--- src/rtl/hdrc_map.svh ---
// address map, field positions and reset values of the host decoder
// assumes the includer supplies timescale and nettype settings
`ifndef HDRC_MAP_SVH
`define HDRC_MAP_SVH

// bits 31:26 of the address implied by each host chip-select region
`define HDRC_HI_BOOT 6'h07
`define HDRC_HI_WAIT0 6'h1b
`define HDRC_HI_WAIT1 6'h1c
`define HDRC_HI_REG 6'h04

// positions of full address bits inside the latched upper address
`define HDRC_A25 12
`define HDRC_A24 11
`define HDRC_A23 10
`define HDRC_A22 9
`define HDRC_A13 0

// boot region, rom and debug eprom windows
`define HDRC_ROM_BASE 32'h1c000000
`define HDRC_ROM_SIZE 32'h04000000
`define HDRC_EPROM_BASE 32'h1fc00000
`define HDRC_EPROM_SIZE 32'h00200000

// wait-capable region 0 and 1 windows
`define HDRC_VRAM_BASE 32'h6c000000
`define HDRC_VRAM_SIZE 32'h00400000
`define HDRC_PAL_LCD_BASE 32'h6c400000
`define HDRC_PAL_CRT_BASE 32'h6c401000
`define HDRC_BLIT_BASE 32'h6c402000
`define HDRC_USB_BASE 32'h6c403000
`define HDRC_FLASH_BASE 32'h6c418000
`define HDRC_DEBUG_BASE 32'h6c419000
`define HDRC_IOBUS_BASE 32'h6c410000
`define HDRC_IOBUS_SIZE 32'h00006000
`define HDRC_PCIO0_BASE 32'h6c600000
`define HDRC_PCIO1_BASE 32'h6c700000
`define HDRC_PCIO_SIZE 32'h00100000
`define HDRC_PCMEM0_BASE 32'h6c800000
`define HDRC_PCMEM0_SIZE 32'h03800000
`define HDRC_PCMEM1_BASE 32'h70000000
`define HDRC_PCMEM1_SIZE 32'h04000000

// no-wait register windows
`define HDRC_RBUS_BASE 32'h10800000
`define HDRC_RDISP_BASE 32'h10801000
`define HDRC_RPCC_BASE 32'h10805000
`define HDRC_RIOB_BASE 32'h10806000
`define HDRC_RPWR_BASE 32'h10807000
`define HDRC_RINT_BASE 32'h10808000
`define HDRC_WIN4K 32'h00001000

// rom control register inside the power window
`define HDRC_ROM_CTRL_OFS 32'h00000008
`define HDRC_SZ_MSB 1
`define HDRC_SZ_LSB 0
`define HDRC_SZ_8MB 2'h0
`define HDRC_SZ_4MB 2'h1
`define HDRC_SZ_16MB 2'h2
`define HDRC_SZ_RST 2'h0

`endif

--- src/rtl/hdrc_pkg.sv ---
// types shared by the host decoder and its surroundings
// assumes the address map header is included where numbers are needed
package hdrc_pkg;

  typedef enum logic [1:0] {
    HDRC_IDLE = 2'b00,
    HDRC_ACTIVE = 2'b01,
    HDRC_HELD = 2'b10
  } hdrc_state_e;

  // one select per internal unit, active high
  typedef struct packed {
    logic vram;
    logic pal_lcd;
    logic pal_crt;
    logic blit;
    logic usb;
    logic flash;
    logic debug;
    logic iobus;
    logic pc_io;
    logic pc_mem;
    logic reg_bus;
    logic reg_disp;
    logic reg_pccard;
    logic reg_iobus;
    logic reg_power;
    logic reg_intr;
  } hdrc_unit_sel_s;

endpackage

--- src/rtl/hdrc_top.sv ---
// host address decoder, unit selects, wait generation and rom control
// assumes every host pin is timed by ref_clk, which is the host bus clock
`timescale 1ns/1ps
`default_nettype none
`include "hdrc_map.svh"

// Behaviour
// - rom reached only through boot region
// - wait regions carry vram, card, iobus, flash
// - register region decoded, never waited
// - vram and both palette windows decoded
// - blit, usb, flash, debug windows decoded
// - iobus window and pc card io windows
// - wait region 1 all pc card memory
// - six no-wait register windows decoded
// - drive rom address bits 22 to 13
// - two-bit bank size field selects mapping
// - size field resets to 8 MB code
// - 4 MB and 8 MB bank layouts
// - 16 MB: bank 0 carries address 23
// - debug eprom 2 MB window at 1fc00000
// - all timing from host bus clock
// - strobe latches upper address for rom
// - one active-low shared wait output
module hdrc_top (
  input wire logic ref_clk,
  input wire logic reset_n,
  input wire logic clk_en,
  input wire logic [12:0] host_addr,
  input wire logic upper_addr_latch_strobe,
  input wire logic host_rd_n,
  input wire logic host_wr_n,
  input wire logic [3:0] host_byte_en_n,
  input wire logic [31:0] host_wdata,
  input wire logic boot_region_select_n,
  input wire logic wait_region_0_select_n,
  input wire logic wait_region_1_select_n,
  input wire logic register_region_select_n,
  input wire logic eprom_debug_mode,
  input wire logic [31:0] unit_rdata,
  input wire logic unit_done,
  output logic [31:0] host_rdata,
  output logic host_rdata_oe_n,
  output logic host_wait_out_n,
  output hdrc_pkg::hdrc_unit_sel_s unit_sel,
  output logic [9:0] rom_upper_addr,
  output logic [7:0] rom_bank_select_pins,
  output logic rom_oe_n,
  output logic [1:0] rom_bank_size_sel
);

  function automatic logic in_win(input logic [31:0] a,
                                  input logic [31:0] base,
                                  input logic [31:0] size);
    in_win = (a >= base) && (a < base + size);
  endfunction

  hdrc_pkg::hdrc_state_e state_q;
  hdrc_pkg::hdrc_unit_sel_s hit;
  hdrc_pkg::hdrc_unit_sel_s sel_q;
  logic [12:0] upper_q;
  logic [1:0] size_q;
  logic [31:0] full_addr;
  logic [5:0] region_hi;
  logic any_cs;
  logic strobe;
  logic start;
  logic rom_hit;
  logic ctrl_hit;
  logic need_wait;
  logic [7:0] bank_n;
  logic wait_q;
  logic ctrl_q;
  logic rom_q;
  logic rd_q;
  logic [31:0] rdata_q;
  logic rdata_oe_n_q;
  logic [7:0] bank_q;
  logic rom_oe_n_q;

  assign strobe = !host_rd_n || !host_wr_n;

  // chip-select priority only matters if the host misprograms overlaps
  always_comb begin
    any_cs = 1'b1;
    region_hi = `HDRC_HI_REG;
    if (!boot_region_select_n) begin
      region_hi = `HDRC_HI_BOOT;
    end else if (!wait_region_0_select_n) begin
      region_hi = `HDRC_HI_WAIT0;
    end else if (!wait_region_1_select_n) begin
      region_hi = `HDRC_HI_WAIT1;
    end else if (!register_region_select_n) begin
      region_hi = `HDRC_HI_REG;
    end else begin
      any_cs = 1'b0;
    end
    full_addr = {region_hi, upper_q, host_addr};
  end

  always_comb begin
    hit = '0;
    rom_hit = 1'b0;
    ctrl_hit = 1'b0;
    need_wait = 1'b0;
    if (!boot_region_select_n) begin
      rom_hit = in_win(full_addr, `HDRC_ROM_BASE, `HDRC_ROM_SIZE) &&
                (!eprom_debug_mode ||
                 in_win(full_addr, `HDRC_EPROM_BASE,
                        `HDRC_EPROM_SIZE));
    end else if (!wait_region_0_select_n) begin
      hit.vram = in_win(full_addr, `HDRC_VRAM_BASE,
                        `HDRC_VRAM_SIZE);
      hit.pal_lcd = in_win(full_addr, `HDRC_PAL_LCD_BASE,
                           `HDRC_WIN4K);
      hit.pal_crt = in_win(full_addr, `HDRC_PAL_CRT_BASE,
                           `HDRC_WIN4K);
      hit.blit = in_win(full_addr, `HDRC_BLIT_BASE, `HDRC_WIN4K);
      hit.usb = in_win(full_addr, `HDRC_USB_BASE, `HDRC_WIN4K);
      hit.flash = in_win(full_addr, `HDRC_FLASH_BASE, `HDRC_WIN4K);
      hit.debug = in_win(full_addr, `HDRC_DEBUG_BASE, `HDRC_WIN4K);
      hit.iobus = in_win(full_addr, `HDRC_IOBUS_BASE,
                         `HDRC_IOBUS_SIZE);
      hit.pc_io = in_win(full_addr, `HDRC_PCIO0_BASE, `HDRC_PCIO_SIZE) ||
                  in_win(full_addr, `HDRC_PCIO1_BASE,
                         `HDRC_PCIO_SIZE);
      hit.pc_mem = in_win(full_addr, `HDRC_PCMEM0_BASE,
                          `HDRC_PCMEM0_SIZE);
      need_wait = |hit;
    end else if (!wait_region_1_select_n) begin
      hit.pc_mem = in_win(full_addr, `HDRC_PCMEM1_BASE,
                          `HDRC_PCMEM1_SIZE);
      need_wait = hit.pc_mem;
    end else if (!register_region_select_n) begin
      hit.reg_bus = in_win(full_addr, `HDRC_RBUS_BASE, `HDRC_WIN4K);
      hit.reg_disp = in_win(full_addr, `HDRC_RDISP_BASE, `HDRC_WIN4K);
      hit.reg_pccard = in_win(full_addr, `HDRC_RPCC_BASE, `HDRC_WIN4K);
      hit.reg_iobus = in_win(full_addr, `HDRC_RIOB_BASE, `HDRC_WIN4K);
      hit.reg_power = in_win(full_addr, `HDRC_RPWR_BASE, `HDRC_WIN4K);
      hit.reg_intr = in_win(full_addr, `HDRC_RINT_BASE, `HDRC_WIN4K);
      ctrl_hit = (full_addr ==
                  `HDRC_RPWR_BASE + `HDRC_ROM_CTRL_OFS);
    end
  end

  // bank select pattern, active low
  always_comb begin
    bank_n = 8'hff;
    if (rom_hit) begin
      case (size_q)
        `HDRC_SZ_4MB: begin
          if (upper_q[`HDRC_A25]) begin
            bank_n[upper_q[`HDRC_A24:`HDRC_A22]] = 1'b0;
          end
        end
        `HDRC_SZ_16MB: begin
          bank_n[{1'b1, upper_q[`HDRC_A25:`HDRC_A24]}] = 1'b0;
          // bank 0 pin becomes address bit 23 of the larger parts
          bank_n[0] = upper_q[`HDRC_A23];
        end
        default: begin
          bank_n[upper_q[`HDRC_A25:`HDRC_A23]] = 1'b0;
        end
      endcase
    end
  end

  assign start = (state_q == hdrc_pkg::HDRC_IDLE) && any_cs && strobe;

  // upper address arrives multiplexed on the low pins during the strobe
  always_ff @(posedge ref_clk or negedge reset_n) begin
    if (!reset_n) begin
      upper_q <= 13'h0000;
    end else if (clk_en && upper_addr_latch_strobe) begin
      upper_q <= host_addr;
    end
  end

  always_ff @(posedge ref_clk or negedge reset_n) begin
    if (!reset_n) begin
      size_q <= `HDRC_SZ_RST;
    end else if (clk_en && start && ctrl_hit && !host_wr_n &&
                 !host_byte_en_n[0]) begin
      size_q <= host_wdata[`HDRC_SZ_MSB:`HDRC_SZ_LSB];
    end
  end

  always_ff @(posedge ref_clk or negedge reset_n) begin
    if (!reset_n) begin
      state_q <= hdrc_pkg::HDRC_IDLE;
    end else if (clk_en) begin
      case (state_q)
        hdrc_pkg::HDRC_IDLE: begin
          if (start) begin
            state_q <= hdrc_pkg::HDRC_ACTIVE;
          end
        end
        hdrc_pkg::HDRC_ACTIVE: begin
          if (!strobe) begin
            state_q <= hdrc_pkg::HDRC_IDLE;
          end else if (!wait_q || unit_done) begin
            state_q <= hdrc_pkg::HDRC_HELD;
          end
        end
        hdrc_pkg::HDRC_HELD: begin
          if (!strobe) begin
            state_q <= hdrc_pkg::HDRC_IDLE;
          end
        end
        default: begin
          state_q <= hdrc_pkg::HDRC_IDLE;
        end
      endcase
    end
  end

  // access attributes held for the whole access, cleared when it ends
  always_ff @(posedge ref_clk or negedge reset_n) begin
    if (!reset_n) begin
      sel_q <= '0;
      wait_q <= 1'b0;
      ctrl_q <= 1'b0;
      rom_q <= 1'b0;
      rd_q <= 1'b0;
      bank_q <= 8'hff;
    end else if (clk_en) begin
      if (start) begin
        sel_q <= hit;
        wait_q <= need_wait;
        ctrl_q <= ctrl_hit;
        // a reserved rom slot selects no bank, so it must not enable the rom
        rom_q <= rom_hit && (bank_n != 8'hff);
        rd_q <= !host_rd_n;
        bank_q <= bank_n;
      end else if (state_q != hdrc_pkg::HDRC_IDLE && !strobe) begin
        sel_q <= '0;
        wait_q <= 1'b0;
        ctrl_q <= 1'b0;
        rom_q <= 1'b0;
        rd_q <= 1'b0;
        bank_q <= 8'hff;
      end
    end
  end

  // rom enable lags the strobe by two cycles, covered by host rom waits
  always_ff @(posedge ref_clk or negedge reset_n) begin
    if (!reset_n) begin
      rom_oe_n_q <= 1'b1;
    end else if (clk_en) begin
      rom_oe_n_q <= !(rom_q && rd_q && !host_rd_n);
    end
  end

  // the rom drives the host data bus itself, so rom reads are not driven
  always_ff @(posedge ref_clk or negedge reset_n) begin
    if (!reset_n) begin
      rdata_q <= 32'h00000000;
      rdata_oe_n_q <= 1'b1;
    end else if (clk_en) begin
      if (rd_q && !rom_q && !host_rd_n) begin
        rdata_oe_n_q <= 1'b0;
        if (ctrl_q) begin
          rdata_q <= {30'h00000000, size_q};
        end else if (|sel_q) begin
          rdata_q <= unit_rdata;
        end else begin
          rdata_q <= 32'h00000000;
        end
      end else begin
        rdata_oe_n_q <= 1'b1;
        rdata_q <= 32'h00000000;
      end
    end
  end

  // combinational so the host sees wait in the strobe's first cycle
  assign host_wait_out_n = !((start && need_wait) ||
                             (state_q == hdrc_pkg::HDRC_ACTIVE &&
                              wait_q && !unit_done));

  assign unit_sel = sel_q;
  assign rom_upper_addr = upper_q[`HDRC_A22:`HDRC_A13];
  assign rom_bank_select_pins = bank_q;
  assign rom_oe_n = rom_oe_n_q;
  assign rom_bank_size_sel = size_q;
  assign host_rdata = rdata_q;
  assign host_rdata_oe_n = rdata_oe_n_q;

endmodule
`default_nettype wire

--- config.mk ---
export PLATFORM = sky130hd
export DESIGN_NAME = hdrc_top
export DESIGN_NICKNAME = d
export VERILOG_FILES = /design/src/rtl/hdrc_pkg.sv /design/src/rtl/hdrc_top.sv
export VERILOG_INCLUDE_DIRS = /design/src /design/src/rtl
export SDC_FILE = /design/constraint.sdc
export NUM_CORES = 1
export LEC_CHECK = 0
export ABC_AREA = 1
export BUFFER_PORTS_ARGS = -buffer_cell sky130_fd_sc_hd__buf_2
export CAP_MARGIN = 0
export CELL_PAD_IN_SITES_DETAIL_PLACEMENT = 0
export CELL_PAD_IN_SITES_GLOBAL_PLACEMENT = 2
export CORE_MARGIN = 10
export CORE_UTILIZATION = 24
export DETAILED_ROUTE_END_ITERATION = 10
export PLACE_DENSITY = 0.86
export SYNTH_ARGS = -nofsm -noshare
export SYNTH_HDL_FRONTEND = slang
export SYNTH_SLANG_ARGS = --single-unit
--- constraint.sdc ---
create_clock -name ref_clk -period 1.7 [get_ports ref_clk]
set_input_delay 0.34 -clock ref_clk [delete_from_list [all_inputs] [get_ports ref_clk]]
set_output_delay 0.34 -clock ref_clk [all_outputs]
set_load 0.02 [all_outputs]
==> flow_summary.yaml, run 1 <==
grt:
  groute.usage.overall_pct: 11.8
  antenna_found_initial: 1
  grt_pass1_wl_um: 21400
  grt_start_max_net_pins: 35
  gr-total-overflow: 0
  grt_pass1_vias: 4312
die:
  die_w_um: 150
  core-area_mm2: 0.0166
  io_pins: 164
  die_area_mm2: 0.0226
  start_util_pct: 24.5
  num_rows: 47
  die_h_um: 150
sta:
  hold_viol: 0
  drv_slew: 0
  max_slew_margin_pct: 69.1
  worst_pin_slew_ns: 0.463
  timing.final.ws_setup_ns: -0.671
  grt_setup_unrepaired: "yes"
  holdWs_ns: 0.214
  timing.fmax_mhz: 422
  finalCritPeriodShare_pct: 139
  fin_skew_ns: 0.00668
  min_period_ns: 2.37
  finalSetupViolCount: 9
route:
  drc_errors: 0
  routed_wl_um: 13600
  wl_per_cell_um: 14.7
  vias_per_cell: 4.48
  drt_first_pass_iters: 5
  ant_nets: 0
  drt_iter0_drc: 165
  vias: 4122
critical_path:
  cp-end-kind: "output port"
  crit_slowest_cell: "dfrtp_1"
  required_ns: 1.36
  path_class: "reg -> out"
  cp-start-kind: "register"
  crit_chain: "inv_2 -> nand2_4 -> nor2_4 -> nand2_4 -> nor2_4 -> o21ai_0 -> nand2_2 -> nor2_1 -> nor2_1 -> nand3_2 -> a21boi_4 -> buf_6"
  crit_fanout: 4
  critPathMaxStageDelay_ns: 0.42
  worstPathArrival_ns: 2.03
yosys:
  ys_top_cells_by_count: "nand2_1, dfrtp_1, inv_1"
  synth_area_mm2: 0.00408
  ys_async_sr_fraction_pct: 100
  synth_top_family_by_area: "simple AND/OR/NAND/NOR gates"
  synth.area.top_cells: "dfrtp_1, nand2_1, a32o_1"
  syn_inst: 479
  synth-seq-cells: 79
  synth_top_area_share_pct: 42.4
  synth-xor-area-share_pct: 0
  yosys.area_share.adder_pct: 0.614
  synth_compound_area_share_pct: 18.4
  yosys_warnings: 0
  synthMuxAreaShare_pct: 0
  synth_area_per_cell_um2: 8.51
  synth_edf_count: 0
  syn_nets: 574
  synth-main-ff-cell: "dfrtp_1"
  yosys.area.top_type: "dfrtp_1"
  yosys.cell_types.count: 38
  synth-simple-area-share_pct: 22.8
  ys_seq_area_share_pct: 48.8
  yosysMostFrequentCell: "nand2_1"
hold_path:
  hold_path_class: "in -> reg"
placed_design:
  detailed_place_hpwl_um: 10900
  place_congestion: 0.839
  placed_cells: 889
  portBuffers: 130
clock_network:
  cts_tree: "yes"
  clk_pin_slew_ns: 0.06
  htree_levels: 3
  ctsLongestPathBuffers: 2
  numCtsBuffers: 9
  cts.sinks: 79
  ctsRootBufferMaster: "clkbuf_16"
  clk_latency_ns: 0.34
job:
  maxCapViolCount: 0
layout:
  nNetsFinal: 789
  fin_cells: 920
  syn_to_final_growth_pct: 53.1
  fin_util_pct: 37.5
  drive_gt1_share_pct: 48.5
power_and_ir_drop:
  p_per_area_mw_per_mm2: 963
  p_leak_nw: 3.22
  fin_total_pwr_mw: 6.01
  ir_drop_mv: 0.483
outcome:
  status: "finished, violations left"
  violations: "setup timing"
metrics by stage:
stage	setup WS [ns]	TNS (ns)	area, um2
global placement	-0.412	-0.870	5580
global route	-0.846	-2.97	6240
detailed placement	-0.469	-1.17	5580
finish	-0.671	-1.62	6240
CTS	-0.673	-1.88	6060
floorplan	-0.216	-0.216	4110
path summary, 6_finish.rpt:
path	from	to	slack [ns]	depth (start not counted)
hold reg to reg	rom_q	rom_oe_n	0.47	1
max in group asynchronous	reset_n	upper_q[12]	0.62	3
setup reg to reg	upper_q[11]	unit_sel[3]	-0.16	13
setup / recovery	upper_q[11]	host_wait_out_n	-0.67	12
min in group asynchronous	reset_n	rom_q	0.50	2
hold / removal	host_wdata[1]	rom_bank_size_sel[1]	0.21	3
layout by cell type (no fill, tap or decap), types with 10 or more instances in the layout:
master	Yosys	layout
dfrtp_1	69	67
buf_6	2	11
inv_1	56	48
a32o_1	30	30
nand3_1	22	14
buf_2	2	128
nand2_2	5	15
nand2_1	104	88
dfstp_2	10	10
o21ai_0	40	29
buf_4	10	87
o21ai_1	4	12
nor2_1	43	30
nor2_2	6	13
kinds of logic after synthesis:
family                     count (synthesis)
and+or+nand+nor                          204
AOI/OAI and AO/OA                        107
buffers and inverters                     87
DFF                                       79
adders and majority gates                  2
registers in the layout (all words and copies together) (netlist names):
name	count
ctrl_q	1
host_rdata	32
host_rdata_oe_n	1
rd_q	1
rom_bank_select_pins	8
rom_bank_size_sel	2
rom_oe_n	1
rom_q	1
state_q	2
unit_sel	16
upper_q	13
wait_q	1
critical path, delay by kind of cell (launching register included):
family | cells | cell delay [ns]
AOI/OAI and AO/OA | 2 | 0.26
DFF | 1 | 0.42
and+or+nand+nor | 8 | 0.76
buffers and inverters | 2 | 0.24
cell type report:
cell class | count | area (um2)
Antenna cell | 1 | 2.50
Clock buffer | 10 | 229
Clock inverter | 6 | 43.8
Fill cell | 1740 | 10400
Inverter | 61 | 236
Multi-Input combinational cell | 313 | 1980
Sequential cell | 79 | 1990
Tap cell | 220 | 275
Timing Repair Buffer | 230 | 1490
where the power goes:
| part | switching, mW | internal [mW] | leakage (nW) |
|---|---|---|---|
| sequential | 0.127 | 2.10 | 1.02 |
| clock | 0.793 | 0.996 | 0.133 |
| combinational | 1.18 | 0.814 | 2.06 |
| total | 2.10 | 3.91 | 3.22 |
per-layer routing:
layer  GRT usage (%)  routed length [um]
met2            20.1                6690
met1            13.4                5500
met5               0                   0
met4            3.89                 215
met3            4.08                1160
repair_timing:
| action | 4_1_cts | 5_1_grt |
|---|---|---|
| pin swaps | 22 | 19 |
| endpoints found under the setup margin | 9 | 23 |
| hold buffers | 1 | 0 |
| endpoints found under the hold margin | 22 | 0 |
| resized for setup | 39 | 52 |
| buffers inserted | 11 | 3 |
No activity file was read; power rests on OpenSTA's default activity.
==> inputs of run 2 (changes only) <==
- CORE_UTILIZATION: 24 -> 27
- PLACE_DENSITY: 0.86 -> 0.91
- REMOVE_ABC_BUFFERS: not set -> 1
- clock period: 1.7 -> 2.63 ns (I/O delays scaled with it)
==> flow_summary.yaml, run 2 (synthesis results as in run 1) <==
route:
  drc_errors: 0
  drt_iter0_drc: 231
  wl_per_cell_um: 15.8
  vias: 3879
  ant_nets: 0
  vias_per_cell: 4.74
  routed_wl_um: 12900
  drt_first_pass_iters: 5
power_and_ir_drop:
  fin_total_pwr_mw: 3.70
  p_leak_nw: 2.80
  ir_drop_mv: 0.340
  p_per_area_mw_per_mm2: 673
job:
  maxCapViolCount: 0
sta:
  fin_skew_ns: 0.00585
  grt_setup_unrepaired: "yes"
  timing.fmax_mhz: 386
  max_slew_margin_pct: 32.6
  drv_slew: 0
  timing.final.ws_setup_ns: 0.0395
  hold_viol: 0
  holdWs_ns: 0.329
  min_period_ns: 2.59
  tns_ns: 0
  finalCritPeriodShare_pct: 98.5
  finalSetupViolCount: 0
  worst_pin_slew_ns: 1.01
clock_network:
  ctsRootBufferMaster: "clkbuf_16"
  cts.sinks: 79
  numCtsBuffers: 9
  htree_levels: 3
  ctsLongestPathBuffers: 2
  clk_latency_ns: 0.35
  cts_tree: "yes"
  clk_pin_slew_ns: 0.07
layout:
  syn_to_final_growth_pct: 35.0
  finalInstanceArea_mm2: 0.00550
  layout_commonest_cell: "buf_2"
  nNetsFinal: 723
  drive_gt1_share_pct: 39.5
  fin_util_pct: 37.6
  fin_cells: 818
  n_fill_cell: 1526
  final_cell_mix: "buf_2, nand2_1, dfrtp_1"
  largest_reg_flops: 32
critical_path:
  cp-end-kind: "register"
  required_ns: 2.90
  cp-start-kind: "register"
  critPathMaxStageDelay_ns: 0.42
  path_class: "reg -> reg"
  crit_chain: "nor2_1 -> nand2_2 -> nor2_4 -> buf_4 -> nand2_1 -> nor2_1 -> nand3_2 -> buf_4 -> buf_4 -> buf_4 -> buf_4 -> buf_4 -> buf_4 -> buf_4 -> buf_4 -> buf_4 -> o21ai_0"
  crit_slowest_cell: "dfrtp_2"
  crit_fanout: 4
  crit_top_cell: "buf_4"
  worstPathArrival_ns: 2.86
die:
  io_pins: 164
  die_w_um: 143
  start_util_pct: 27.8
  core-area_mm2: 0.0146
  num_rows: 44
  die_h_um: 143
  die_area_mm2: 0.0204
grt:
  antenna_found_initial: 1
  grt_pass1_vias: 3963
  grt_pass1_wl_um: 20400
  groute.usage.overall_pct: 12.5
  grt_start_max_net_pins: 80
  gr-total-overflow: 0
placed_design:
  portBuffers: 130
  post-place-ws_ns: 0.0850
  placed_cells: 780
  place_congestion: 0.814
  detailed_place_hpwl_um: 9780
  placed_cell_area_mm2: 0.00491
outcome:
  status: "complete, no violations"
hold_path:
  hold_path_class: "in -> async"
run 2: changes by cell type in the layout (fill, tap and decap cells not counted), sizes merged:
cell / change
buf: -65
clkinv: -1
inv: +1
dlygate4sd3: -1
clkbuf: -1
clkinvlp: +1
run 2: layout make-up:
class	count	area [um2]	area share [%]
antenna	1	2.50	0.0455
clock buffer	9	225	4.09
clock inverter	7	66.3	1.20
inverter	61	229	4.16
multi-input combinational	313	1840	33.5
sequential	79	1990	36.2
tap	184	230	4.18
timing repair buffer	164	915	16.6
run 2: metal layers:
metal  up-vias  global-route usage [%]  part of all wire [%]
li1       1922                       -                     -
met1      1841                    14.5                    43
met2        98                    20.9                    49
met3        18                    4.71                   7.0
met4         0                    3.85                   1.4
met5         -                       0                     0
run 2: repair_timing:
item	in CTS	in global routing
buffers inserted	19	2
hold buffers	0	0
pin swaps	12	11
endpoints found under the setup margin	1	2
resized for setup	23	25
cloned	0	0
run 2: critical path, delay by kind of cell (launching register included):
family          cells  cell delay [ns]
buf+inv            10             1.25
compound gates      1             0.13
simple gates        6             0.70
flops               1             0.42
run 2: power by group:
part	total, mW	switching (mW)	internal, mW
Clock	1.22	0.562	0.659
Sequential	1.45	0.0933	1.36
Combinational	1.03	0.692	0.339
run 2: worst paths after layout:
| path | startpoint | endpoint | slack, ns | cells after the start |
|---|---|---|---|---|
| max reg2reg | upper_q[8] | unit_sel[11] | 0.04 | 17 |
| min | reset_n | host_rdata[16] | 0.33 | 1 |
| min reg2reg | host_rdata_oe_n | host_rdata_oe_n | 0.49 | 2 |
| max in group asynchronous | reset_n | upper_q[12] | 1.56 | 1 |
| min in group ref_clk | host_wdata[0] | rom_bank_size_sel[0] | 0.38 | 3 |
| max | upper_q[8] | unit_sel[11] | 0.04 | 17 |
